===== config.mk =====
export PLATFORM = sky130hd
export DESIGN_NAME = host_byte_port_host_flat
export DESIGN_NICKNAME = d
export VERILOG_FILES = /design/src/hdl/host_port_pkg.sv /design/src/hdl/host_port_if.sv /design/src/hdl/host_byte_port_host.sv /design/src/flat_wrapper.sv
export SDC_FILE = /design/constraint.sdc
export NUM_CORES = 1
export LEC_CHECK = 0
export ABC_CLOCK_PERIOD_IN_PS = 2000
export BUFFER_PORTS_ARGS = -buffer_cell sky130_fd_sc_hd__buf_2
export CAP_MARGIN = 20
export CORE_MARGIN = 5
export CORE_UTILIZATION = 35
export CTS_BUF_LIST = sky130_fd_sc_hd__clkbuf_2 sky130_fd_sc_hd__clkbuf_4 sky130_fd_sc_hd__clkbuf_8
export CTS_CLUSTER_DIAMETER = 30
export DETAILED_ROUTE_END_ITERATION = 12
export PLACE_DENSITY = 0.73
export SKIP_CTS_REPAIR_TIMING = 1
export SLEW_MARGIN = 10
export SYNTH_ARGS = -nofsm -noshare
export SYNTH_HDL_FRONTEND = slang
export SYNTH_SLANG_ARGS = --single-unit

===== constraint.sdc =====
create_clock -name clock -period 2 [get_ports clock]
set_clock_uncertainty 0.2 [all_clocks]
set_input_delay 0.1 -clock clock [delete_from_list [all_inputs] [get_ports clock]]
set_output_delay 0.1 -clock clock [all_outputs]
set_load 0.05 [all_outputs]

===== src/hdl/host_port_pkg.sv =====
// Constants shared by the host byte port and the fabric reader ends.
// Assumes one 40 MHz clock and an active-low asynchronous reset.
// Notes on behaviour
// - Host waits for configuration before transactions
// - Configuration ends about 1 us after reset
// - Read at address zero returns ID low byte
// - Read request: write-select high, strobe low, one cycle
// - Read answer: data plus one-cycle low acknowledge
// - RAM window writes acknowledged and stored
// - Bytes stored into RAM bit-reversed
// - 0x10000 and 0x10001 are words 0 and 1
// - Next address pair selects the other RAM
// - Alternate pairs map to consecutive same-RAM words
// - Write to 0x08001 lands reversed in status
// - Fabric reads with enable high and address
// - Fabric holds enable for eight cycles
package host_port_pkg;
  localparam int addr_w = 18;
  localparam int data_w = 8;
  localparam int ram_addr_w = 8;
  localparam logic [17:0] id_addr = 18'h00000;
  localparam logic [17:0] status_addr = 18'h08001;
  localparam logic [17:0] ram_base = 18'h10000;
  localparam logic [17:0] ram_mask = 18'h30000;
  localparam int bank_bit = 1;
  // Arbitrary identity value, not any real part code
  localparam logic [7:0] device_id_low = 8'h5a;
  localparam logic [7:0] status_reset = 8'h00;
  localparam logic [7:0] fill_done_value = 8'h55;
  localparam int config_time_ns = 1000;
  localparam int clock_period_ns = 25;
  localparam int config_cycles = (config_time_ns + clock_period_ns - 1)
    / clock_period_ns;
  localparam int read_burst = 8;

  function automatic logic [7:0] reverse_byte(input logic [7:0] b);
    logic [7:0] r;
    r = 8'h00;
    for (int i = 0; i < 8; i++)
    begin
      r[i] = b[7 - i];
    end
    return r;
  endfunction
endpackage


===== src/hdl/host_port_if.sv =====
// Host byte port signals between the external host and the device.
// Assumes both ends share clock; data bus split into in/out/enable.
`timescale 1ns/1ps
`default_nettype none
interface host_port_if;
  import host_port_pkg::*;
  logic [addr_w-1:0] addr;
  logic rd_wr_n;
  logic strobe_n;
  logic [data_w-1:0] data_to_dev;
  logic [data_w-1:0] data_from_dev;
  logic data_oe;
  logic host_xfer_ack_n;
  modport device (
    input addr, rd_wr_n, strobe_n, data_to_dev,
    output data_from_dev, data_oe, host_xfer_ack_n
  );
  modport host (
    output addr, rd_wr_n, strobe_n, data_to_dev,
    input data_from_dev, data_oe, host_xfer_ack_n
  );
endinterface
`default_nettype wire


===== src/hdl/host_byte_port_host.sv =====
// Host end plus fabric reader: issues one byte request per command,
// then the fabric reads eight words once the status shows done.
`timescale 1ns/1ps
`default_nettype none
module host_byte_port_host
  import host_port_pkg::*;
(
  input wire logic clock,
  input wire logic rst_n,
  host_port_if.host hp,
  input wire logic config_done,
  input wire logic cmd_valid,
  input wire logic cmd_write,
  input wire logic [host_port_pkg::addr_w-1:0] cmd_addr,
  input wire logic [host_port_pkg::data_w-1:0] cmd_data,
  output logic cmd_ready,
  output logic [host_port_pkg::data_w-1:0] rsp_data,
  output logic rsp_valid,
  input wire logic [host_port_pkg::data_w-1:0] fill_done_status_reg,
  input wire logic [host_port_pkg::data_w-1:0] ram_read_word,
  output logic ram_read_en,
  output logic [host_port_pkg::ram_addr_w-1:0] ram_read_addr,
  output logic [host_port_pkg::data_w-1:0] fabric_word,
  output logic fabric_word_valid
);
  import host_port_pkg::*;
  typedef enum logic [1:0] {idle, strobe, wait_ack} state_t;
  state_t state;
  logic [3:0] burst_count;
  logic burst_done;
  logic read_pending;

  // Nothing is issued until configuration completes
  assign cmd_ready = (state == idle) && config_done;

  always_ff @(posedge clock or negedge rst_n)
  begin
    if (!rst_n)
    begin
      state <= idle;
      hp.addr <= 18'h00000;
      hp.rd_wr_n <= 1'b1;
      hp.strobe_n <= 1'b1;
      hp.data_to_dev <= 8'h00;
      rsp_data <= 8'h00;
      rsp_valid <= 1'b0;
    end
    else
    begin
      rsp_valid <= 1'b0;
      case (state)
        idle:
          if (cmd_valid && cmd_ready)
          begin
            hp.addr <= cmd_addr;
            hp.rd_wr_n <= !cmd_write;
            hp.data_to_dev <= cmd_data;
            hp.strobe_n <= 1'b0;
            state <= strobe;
          end
        strobe:
        begin
          hp.strobe_n <= 1'b1;
          state <= wait_ack;
        end
        default:
          if (!hp.host_xfer_ack_n)
          begin
            rsp_data <= hp.data_from_dev;
            rsp_valid <= 1'b1;
            state <= idle;
          end
      endcase
    end
  end

  // Fabric side: one burst of reads after the done pattern lands
  always_ff @(posedge clock or negedge rst_n)
  begin
    if (!rst_n)
    begin
      burst_count <= 4'h0;
      burst_done <= 1'b0;
      ram_read_en <= 1'b0;
      ram_read_addr <= 8'h00;
    end
    else if (!burst_done && fill_done_status_reg == fill_done_value)
    begin
      ram_read_en <= 1'b1;
      ram_read_addr <= ram_addr_w'(burst_count);
      burst_count <= burst_count + 4'h1;
      if (burst_count == 4'(read_burst - 1))
        burst_done <= 1'b1;
    end
    else
      ram_read_en <= 1'b0;
  end

  always_ff @(posedge clock or negedge rst_n)
  begin
    if (!rst_n)
    begin
      read_pending <= 1'b0;
      fabric_word <= 8'h00;
      fabric_word_valid <= 1'b0;
    end
    else
    begin
      read_pending <= ram_read_en;
      fabric_word_valid <= read_pending;
      if (read_pending)
        fabric_word <= ram_read_word;
    end
  end
endmodule
`default_nettype wire


===== src/flat_wrapper.sv =====
// flat-port wrapper written by rule: the top's interface ports become plain ports
module host_byte_port_host_flat import host_port_pkg::*;
  (clock, rst_n, config_done, cmd_valid, cmd_write, cmd_addr, cmd_data, cmd_ready, rsp_data, rsp_valid, fill_done_status_reg, ram_read_word, ram_read_en, ram_read_addr, fabric_word, fabric_word_valid, hp_addr, hp_rd_wr_n, hp_strobe_n, hp_data_to_dev, hp_data_from_dev, hp_data_oe, hp_host_xfer_ack_n);
  host_port_if hp_i ();
  input wire logic clock;
  input wire logic rst_n;
  input wire logic config_done;
  input wire logic cmd_valid;
  input wire logic cmd_write;
  input wire logic [host_port_pkg::addr_w-1:0] cmd_addr;
  input wire logic [host_port_pkg::data_w-1:0] cmd_data;
  output logic cmd_ready;
  output logic [host_port_pkg::data_w-1:0] rsp_data;
  output logic rsp_valid;
  input wire logic [host_port_pkg::data_w-1:0] fill_done_status_reg;
  input wire logic [host_port_pkg::data_w-1:0] ram_read_word;
  output logic ram_read_en;
  output logic [host_port_pkg::ram_addr_w-1:0] ram_read_addr;
  output logic [host_port_pkg::data_w-1:0] fabric_word;
  output logic fabric_word_valid;
  output wire logic [$bits(hp_i.addr)-1:0] hp_addr;
  output wire logic [$bits(hp_i.rd_wr_n)-1:0] hp_rd_wr_n;
  output wire logic [$bits(hp_i.strobe_n)-1:0] hp_strobe_n;
  output wire logic [$bits(hp_i.data_to_dev)-1:0] hp_data_to_dev;
  input wire logic [$bits(hp_i.data_from_dev)-1:0] hp_data_from_dev;
  input wire logic [$bits(hp_i.data_oe)-1:0] hp_data_oe;
  input wire logic [$bits(hp_i.host_xfer_ack_n)-1:0] hp_host_xfer_ack_n;
  assign hp_addr = hp_i.addr;
  assign hp_rd_wr_n = hp_i.rd_wr_n;
  assign hp_strobe_n = hp_i.strobe_n;
  assign hp_data_to_dev = hp_i.data_to_dev;
  assign hp_i.data_from_dev = hp_data_from_dev;
  assign hp_i.data_oe = hp_data_oe;
  assign hp_i.host_xfer_ack_n = hp_host_xfer_ack_n;
  host_byte_port_host u_core (.clock(clock), .rst_n(rst_n), .hp(hp_i), .config_done(config_done), .cmd_valid(cmd_valid), .cmd_write(cmd_write), .cmd_addr(cmd_addr), .cmd_data(cmd_data), .cmd_ready(cmd_ready), .rsp_data(rsp_data), .rsp_valid(rsp_valid), .fill_done_status_reg(fill_done_status_reg), .ram_read_word(ram_read_word), .ram_read_en(ram_read_en), .ram_read_addr(ram_read_addr), .fabric_word(fabric_word), .fabric_word_valid(fabric_word_valid));
endmodule

# Word level (Yosys, flattened, before mapping)
# Index checks and enable logic that the tools add are counted.
[word_totals]
input_bits = 57
out_inout_bits = 56
reg_bits = 59
elab_cells = 43
[classes]
n_eq_ne = 5
add_sub_neg = 1
muxes = 8
n_reduce_logical = 13
bitwise = 2
[ops]
columns = ["operator", "n"]
rows = [
  ["$reduce_and A2 Y1", 5],
  ["$eq A8 B7 Y1 const B", 1],
  ["$add A4 B1 Y4 const B", 1],
  ["$eq A4 B3 Y1 const B", 1],
  ["$mux W1", 4],
  ["$mux W2", 2],
  ["$pmux W2 S2", 1],
  ["$logic_and A1 B1 Y1", 3],
  ["$ne A3 B1 Y1 const B", 1],
  ["$eq A2 B1 Y1 const B", 1],
  ["$logic_not A1 Y1", 2],
  ["$logic_not A2 Y1", 1],
  ["$ne A2 B2 Y1 const B", 1],
  ["$not A1 Y1", 2],
  ["$pmux W1 S2", 1],
  ["$reduce_bool A2 Y1", 1],
  ["$reduce_or A2 Y1", 1],
]

# Depth between registers and ports, before layout
# Gate-level depths: netlist (run 1).
[logic_depth]
word_depth = 5
mapped_depth = 5
ltp_nobuf = 3

# Worst setup path after synthesis (run 1)
# Ideal clock, no wire load.
[synth_path]
kind = "reg-to-reg"
startpoint = "register u_core.state[0]"
endpoint = "register u_core.hp.addr[3]"
t_required_ns = 1.675
t_arrival_ns = 1.920
period_less_slack_ns = 2.245
stages_incl_launch_ff = 6
setup_ns = 0.125
setup_slack_ns = -0.245
path_buffers = 2
path_cell_list = "dfrtp_1 > nor3b_2 > and2_4 > buf_8 > buf_12 > mux2_4"
[synth_between]
elab_chain_len = 4
[synth_lines]
columns = ["element", "line_no", "source"]
rows = [
  ["start: declaration", "host_byte_port_host.sv:28", "state_t state;"],
  ["start signal: assignment", "host_byte_port_host.sv:40", "state <= idle;"],
  ["start signal: assignment", "host_byte_port_host.sv:59", "state <= strobe;"],
  ["start signal: assignment", "host_byte_port_host.sv:64", "state <= wait_ack;"],
  ["$logic_not A2 Y1", "host_byte_port_host.sv:34", "assign cmd_ready = (state == idle) && config_done;"],
  ["$logic_and A1 B1 Y1", "host_byte_port_host.sv:34", ""],
  ["net cmd_ready", "flat_wrapper.sv:12", "output logic cmd_ready;"],
  ["$logic_and A1 B1 Y1", "host_byte_port_host.sv:53", "if (cmd_valid && cmd_ready)"],
  ["$reduce_and A2 Y1 (no source line)", "n/a", ""],
  ["end signal: assignment", "host_byte_port_host.sv:55", "hp.addr <= cmd_addr;"],
  ["end: declaration", "host_port_if.sv:19", "output addr, rd_wr_n, strobe_n, data_to_dev,"],
]
# The timed path passes the listed nets, and every way through them passes these cells.
# A chain may end at the register's enable or synchronous reset.

# Final worst setup path (run 1)
[layout_path]
startpoint = "input fill_done_status_reg[1] (netlist bit)"
endpoint = "register u_core.burst_count[3]"
[layout_between]
elab_chain_len = 2
[layout_lines]
columns = ["element", "line_no", "source"]
rows = [
  ["start: declaration", "flat_wrapper.sv:15", "input wire logic [host_port_pkg::data_w-1:0] fill_done_status_reg;"],
  ["$eq A8 B7 Y1", "host_byte_port_host.sv:87", "else if (!burst_done && fill_done_status_reg == fill_done_value)"],
  ["$logic_and A1 B1 Y1", "host_byte_port_host.sv:87", ""],
  ["end signal: assignment", "host_byte_port_host.sv:91", "burst_count <= burst_count + 4'h1;"],
  ["end: declaration", "host_byte_port_host.sv:29", "logic [3:0] burst_count;"],
]
# No other way between the ends.

==> results of run 1 <==
[cell type report]
| cell class | count | area share |
|---|---|---|
| clock buffers | 13 | 0.0485 |
| well taps | 77 | 0.0271 |
| clock inverters | 2 | 0.00281 |
| multi-input cells | 73 | 0.211 |
| flip-flops and latches | 59 | 0.415 |
| repair buffers | 158 | 0.291 |
| inverters | 4 | 0.00422 |
[worst min-delay path, delay by kind of cell]
family	cells	cell delay, ps
buf+inv	2	140
simple gates	2	210
[power by group]
group          internal [mW]  leakage [nW]  switching, mW
registers               1.52         0.733          0.154
clock network          0.554        0.0987          0.415
logic                  0.592         0.996           1.43
[routing by layer]
| metal | up-vias | track usage | wire length, um |
|---|---|---|---|
| met5 | - | 0 | 0 |
| met3 | 10 | 0.0496 | 469 |
| met4 | 0 | 0.0587 | 87 |
| met2 | 69 | 0.182 | 2800 |
| li1 | 807 | - | - |
| met1 | 815 | 0.138 | 2120 |
[metrics by stage]
stage	cell area (um^2)	utilization
2_1_floorplan	2330	-
3_3_place_gp	2910	0.455
3_5_place_dp	2910	0.455
4_1_cts	3090	0.484
5_1_grt	3560	0.558
6_report	3560	0.558
[cell usage in the layout (no fill, tap or decap), drive strengths merged, types with 2 or more instances in the layout]
cell type	instances
buf	111
nor2b	2
dfstp	2
conb	4
inv	4
mux2	47
dlygate4sd3	47
clkbuf	13
dfrtp	57
xnor2	3
nor3b	2
nand2	3
nand4	2
clkinv	2
[logic make-up (layout without fill, tap and decap cells)]
group	count (synthesis)	in the layout	synth area share
mux	48	48	0.245
flops	59	59	0.640
buf+inv	13	177	0.0417
xor+xnor	3	3	0.0114
other cells	1	4	0.00162
fa+ha+maj	1	1	0.00542
compound gates	3	3	0.00921
simple gates	14	14	0.0455
[how the worst min path moves through the flow]
stage,from,endpoint,slack [ps],cells after the start
after CTS,rst_n,u_core.hp.addr[14],-410,2
after floorplan,rst_n,u_core.burst_count[0],-400,0
after global placement,rst_n,u_core.hp.addr[7],-60,2
after global routing,fill_done_status_reg[3],u_core.ram_read_en,3,4
final,fill_done_status_reg[3],u_core.ram_read_en,-4,4
after detailed placement,rst_n,u_core.hp.addr[14],-50,2
[registers in the layout, summed over array words and instances, names as in the netlist, 2 cells and up]
| signal | count |
|---|---|
| u_core.ram_read_addr | 4 |
| u_core.fabric_word | 8 |
| u_core.hp.data_to_dev | 8 |
| u_core.burst_count | 4 |
| u_core.rsp_data | 8 |
| u_core.state | 2 |
| u_core.hp.addr | 18 |
==> metrics.txt, run 1 <==
row count=29; Synth Area per Inst=16.3 um^2; CTS Buffer Depth=2; min Tclk post-route=1850 ps; f_max=541 MHz; dpl hpwl=3.56 mm; die area=8320 um^2; drt wl/cell=14.2 um; sequential share of the synthesized area=0.640; Area growth syn-to-layout=54.2%; Max VDD drop=0.773 mV; Syn Std Cell Area=2310 um^2; # IOs=113; final worst path period share=0.925; Startpoint Class=input pin; outcome=finished with violations; fin nets=363; H-tree Lvls=3; first-pass GRT wire length=7.81 mm; Post-Syn Instances=142; Netlist cell types=26; final WL=5.47 mm; Die Ht=91.2 um; Multi-input gate area=752 um^2; most frequent cell after synthesis=dfrtp_1; critical path endpoint=u_core.burst_count[3]; Residual DRC=0; largest net degree at the start of global routing=31; setup_tns=0 ps; 1st-pass router iterations=3; critical path's slowest cell=dlygate4sd3_1; Worst-Skew Late Latency=310 ps; vias=1,701; LEAKAGE=1.83 nW; clock sink count=59; critical-path cell list=dlygate4sd3_1 -> buf_2 -> nor3b_2 -> dlygate4sd3_1 -> nand4_1 -> xnor2_1; Worst EP arrival=1850 ps; die width=91.2 um; number of inserted diodes=0; Post-synth ARST share=1.00; reg-to-reg setup timing slack=180 ps; Final Setup Violations=0; initial antenna violation count=0; GRT overflow=0; core area=6390 um^2; Crit Reg-Reg Endpoint=u_core.hp.data_to_dev[1]; post-synth top area cell=dfrtp_1; CP required=2000 ps; CTS buffer count=9; Max Slew Vio Count=0; EDFF count, synth=0; RSZ-0062 raised after global routing=no; yosys warns=0; DR iter-0 viols=12; vias in the first global route=1,609; power density over the cells=1310 nW/um^2; CP dominant cell by count=dlygate4sd3_1; ys flop type=dfrtp_1; GRT Util Overall=0.117; Maximum Capacitance Violations=0; CTS tree=built; failing checks=hold timing; top cells by area, synth=dfrtp_1, mux2_2, mux2_4, dfstp_2, buf_4; final hold slack=-4.36 ps; share of cells above drive strength 1=0.586; area share of the largest cell type after synthesis=0.618; final hold violation count=1; worst-path maximum fanout=2; CTS root buffer=clkbuf_8; Clk pin slew, worst setup/hold paths=60 ps; pre-CTS setup slack=180 ps; FF-to-FF path depth=3; fill count=556; Buf/Inv on CP=3; register area=1480 um^2; reg2reg start=u_core.state[1]; Synth top cells by count=dfrtp_1, mux2_2, mux2_4, buf_4, inv_1; family with the most delay on the worst path=buffers and inverters; CP Depth=6; Crit. Startpoint=fill_done_status_reg[1]; Via-to-Cell Ratio=4.41; HP Class=input pin to register; GP Congestion=0.688; synthesized flop and latch total=59; IO buf count=107; starting density of the core=0.362; slowest stage delay, CP=610 ps; CP Class=input pin to register; Crit. End Element=register; Post-Layout Cell Count=386; Cell Count Post-Placement=324; post-route ant nets=0; final worst-path setup slack=150 ps; Power Total=4.66 mW
Note: power is estimated with default switching activity, not from simulation.
==> inputs of run 2 (changes only) <==
Settings changed: CELL_PAD_IN_SITES_DETAIL_PLACEMENT from default to 0, CELL_PAD_IN_SITES_GLOBAL_PLACEMENT from default to 1, PLACE_DENSITY 0.73 to 0.87.
==> run 2 against run 1 <==
  * The run still ends with hold timing left
  * Fmax grew 1.8%
  * First-iteration DRC count grew 130%
  * Clock power grew 7%
  * Routed wire length shrank 1.9%
  * Critical path depth shrank 3
  * Critical path type is now register to register
  * Global-route usage grew 0.19 points
  * Critical endpoint is now u_core.hp.addr[12]
  * Die area is the same
  * Via count is essentially flat
==> metrics.txt, run 2 (synthesis gave the netlist of run 1 again) <==
Maximum Capacitance Violations=0 (unchanged); CTS buffer count=9 (unchanged); Final Setup Violations=0 (unchanged); worst-path maximum fanout=29 (was 2); GRT Util Overall=0.119 (was 0.117); vias=1,702 (was 1,701); H-tree Lvls=3 (unchanged); pre-CTS setup slack=199 ps (was 180 ps); f_max=550 MHz (was 541 MHz); Buf/Inv on CP=0 (was 3); Via-to-Cell Ratio=4.40 (was 4.41); CP Class=register to register (was input pin to register); Crit. End Element=register (unchanged); final hold slack=-22.3 ps (was -4.36 ps); power density over the cells=1320 nW/um^2 (was 1310 nW/um^2); setup_tns=0 ps (unchanged); clock sink count=59 (unchanged); max reg flops=18 (unchanged); Post-Layout Cell Count=387 (was 386); family with the most delay on the worst path=simple AND/OR/NAND/NOR gates (was buffers and inverters); dpl hpwl=3.58 mm (was 3.56 mm); row count=29 (unchanged); core area=6390 um^2 (unchanged); first-pass GRT wire length=7.83 mm (was 7.81 mm); met2 GRT Util=0.191 (was 0.182); # IOs=113 (unchanged); share of cells above drive strength 1=0.584 (was 0.586); final hold violation count=1 (unchanged); CTS root buffer=clkbuf_8 (unchanged); Max Slew Vio Count=0 (unchanged); Residual DRC=0 (unchanged); initial antenna violation count=0 (unchanged); starting density of the core=0.362 (unchanged); CP required=2010 ps (was 2000 ps); final worst path period share=0.909 (was 0.925); HP Class=input pin to register (unchanged); final instance area=3600 um^2 (was 3560 um^2); Net Switching=2.02 mW (was 2.00 mW); vias in the first global route=1,650 (was 1,609); CTS tree=built (unchanged); fill count=506 (was 556); most common cell after layout, fill and taps aside=buf_2 (unchanged); Comb power frac=0.428 (was 0.434); IO buf count=107 (unchanged); post-route ant nets=0 (unchanged); Max VDD drop=0.748 mV (was 0.773 mV); slowest stage delay, CP=460 ps (was 610 ps); GP Congestion=0.701 (was 0.688); Top Usage Layer GRT=met2 (unchanged); CTS Buffer Depth=2 (unchanged); number of inserted diodes=0 (unchanged); highest-count cells in the layout ignoring fill and taps=buf_2, dfrtp_1, dlygate4sd3_1 (unchanged); Int Power=2.72 mW (was 2.66 mW); RSZ-0062 raised after global routing=no (unchanged); LEAKAGE=1.84 nW (was 1.83 nW); critical-path cell list=nor3b_4 -> and2_4 -> mux2_2 (was dlygate4sd3_1 -> buf_2 -> nor3b_2 -> dlygate4sd3_1 -> nand4_1 -> xnor2_1); GRT overflow=0 (unchanged); critical path's slowest cell=and2_4 (was dlygate4sd3_1); die area=8320 um^2 (unchanged); largest net degree at the start of global routing=30 (was 31); outcome=finished with violations (unchanged); final WL=5.37 mm (was 5.47 mm); DR iter-0 viols=27 (was 12); sequential share of power=0.352 (was 0.358); Clk pwr share=0.220 (was 0.208); drt wl/cell=13.9 um (was 14.2 um); Worst EP arrival=1830 ps (was 1850 ps); met3 usage=0.0579 (was 0.0496); M1 GR Usage=0.131 (was 0.138); Largest Register=u_core.hp.addr (unchanged); failing checks=hold timing (unchanged); min Tclk post-route=1820 ps (was 1850 ps); fin nets=364 (was 363); die width=91.2 um (unchanged); Die Ht=91.2 um (unchanged); Clk pin slew, worst setup/hold paths=60 ps (about the same); 1st-pass router iterations=4 (was 3); Placed Area=2920 um^2 (was 2910 um^2); Area growth syn-to-layout=55.8% (was 54.2%); sw frac=0.426 (was 0.429); final worst-path setup slack=182 ps (was 150 ps); Worst-Skew Late Latency=330 ps (was 310 ps); Startpoint Class=register (was input pin); Cell Count Post-Placement=324 (unchanged)
[run 2: worst register-to-register path, delay by kind of cell (launching register included)]
| family | cells | cell delay, ps |
|---|---|---|
| mux | 1 | 400 |
| simple gates | 2 | 660 |
| flops | 1 | 440 |
[run 2: layer usage]
metal | vias up | wire length [um]
li1 | 811 | -
met1 | 812 | 2140
met2 | 70 | 2700
met3 | 9 | 445
met4 | 0 | 82
met5 | - | 0
[run 2: cell type report]
cell class	count	area, um^2	share of cell area
sequential	59	1480	0.411
timing repair buffer	159	1060	0.294
multi-input combinational	73	752	0.209
clock buffer	14	193	0.0535
tap	77	96.3	0.0268
inverter	4	15.0	0.00417
clock inverter	1	5.00	0.00139
[run 2: final timing paths]
check                      cells past startpoint  slack (ps)               startpoint               endpoint
setup / recovery                               3         180          u_core.state[1]     u_core.hp.addr[12]
hold / removal                                 4         -20  fill_done_status_reg[3]     u_core.ram_read_en
setup reg to reg                               3         180          u_core.state[1]     u_core.hp.addr[12]
hold reg to reg                                0         170       u_core.ram_read_en    u_core.read_pending
max in group asynchronous                      3        1010                    rst_n  u_core.fabric_word[3]
min in group asynchronous                      2          20                    rst_n      u_core.hp.addr[3]
[run 2: through the flow]
stage / power [mW] / util
5_1_grt: 4.96 / 0.563
3_3_place_gp: 3.62 / 0.457
4_1_cts: 4.72 / 0.488
3_5_place_dp: 3.66 / 0.457
2_1_floorplan: 3.18 / -
6_report: 4.74 / 0.563
[run 2: power by group through the flow]
stage / Combinational, mW / Clock [mW] / Sequential, mW
detailed placement: 1.97 / 0 / 1.69
global route: 2.12 / 1.14 / 1.71
global placement: 1.95 / 0 / 1.67
finish: 2.03 / 1.04 / 1.67
floorplan: 0.419 / 0 / 2.77
CTS: 1.97 / 1.08 / 1.67
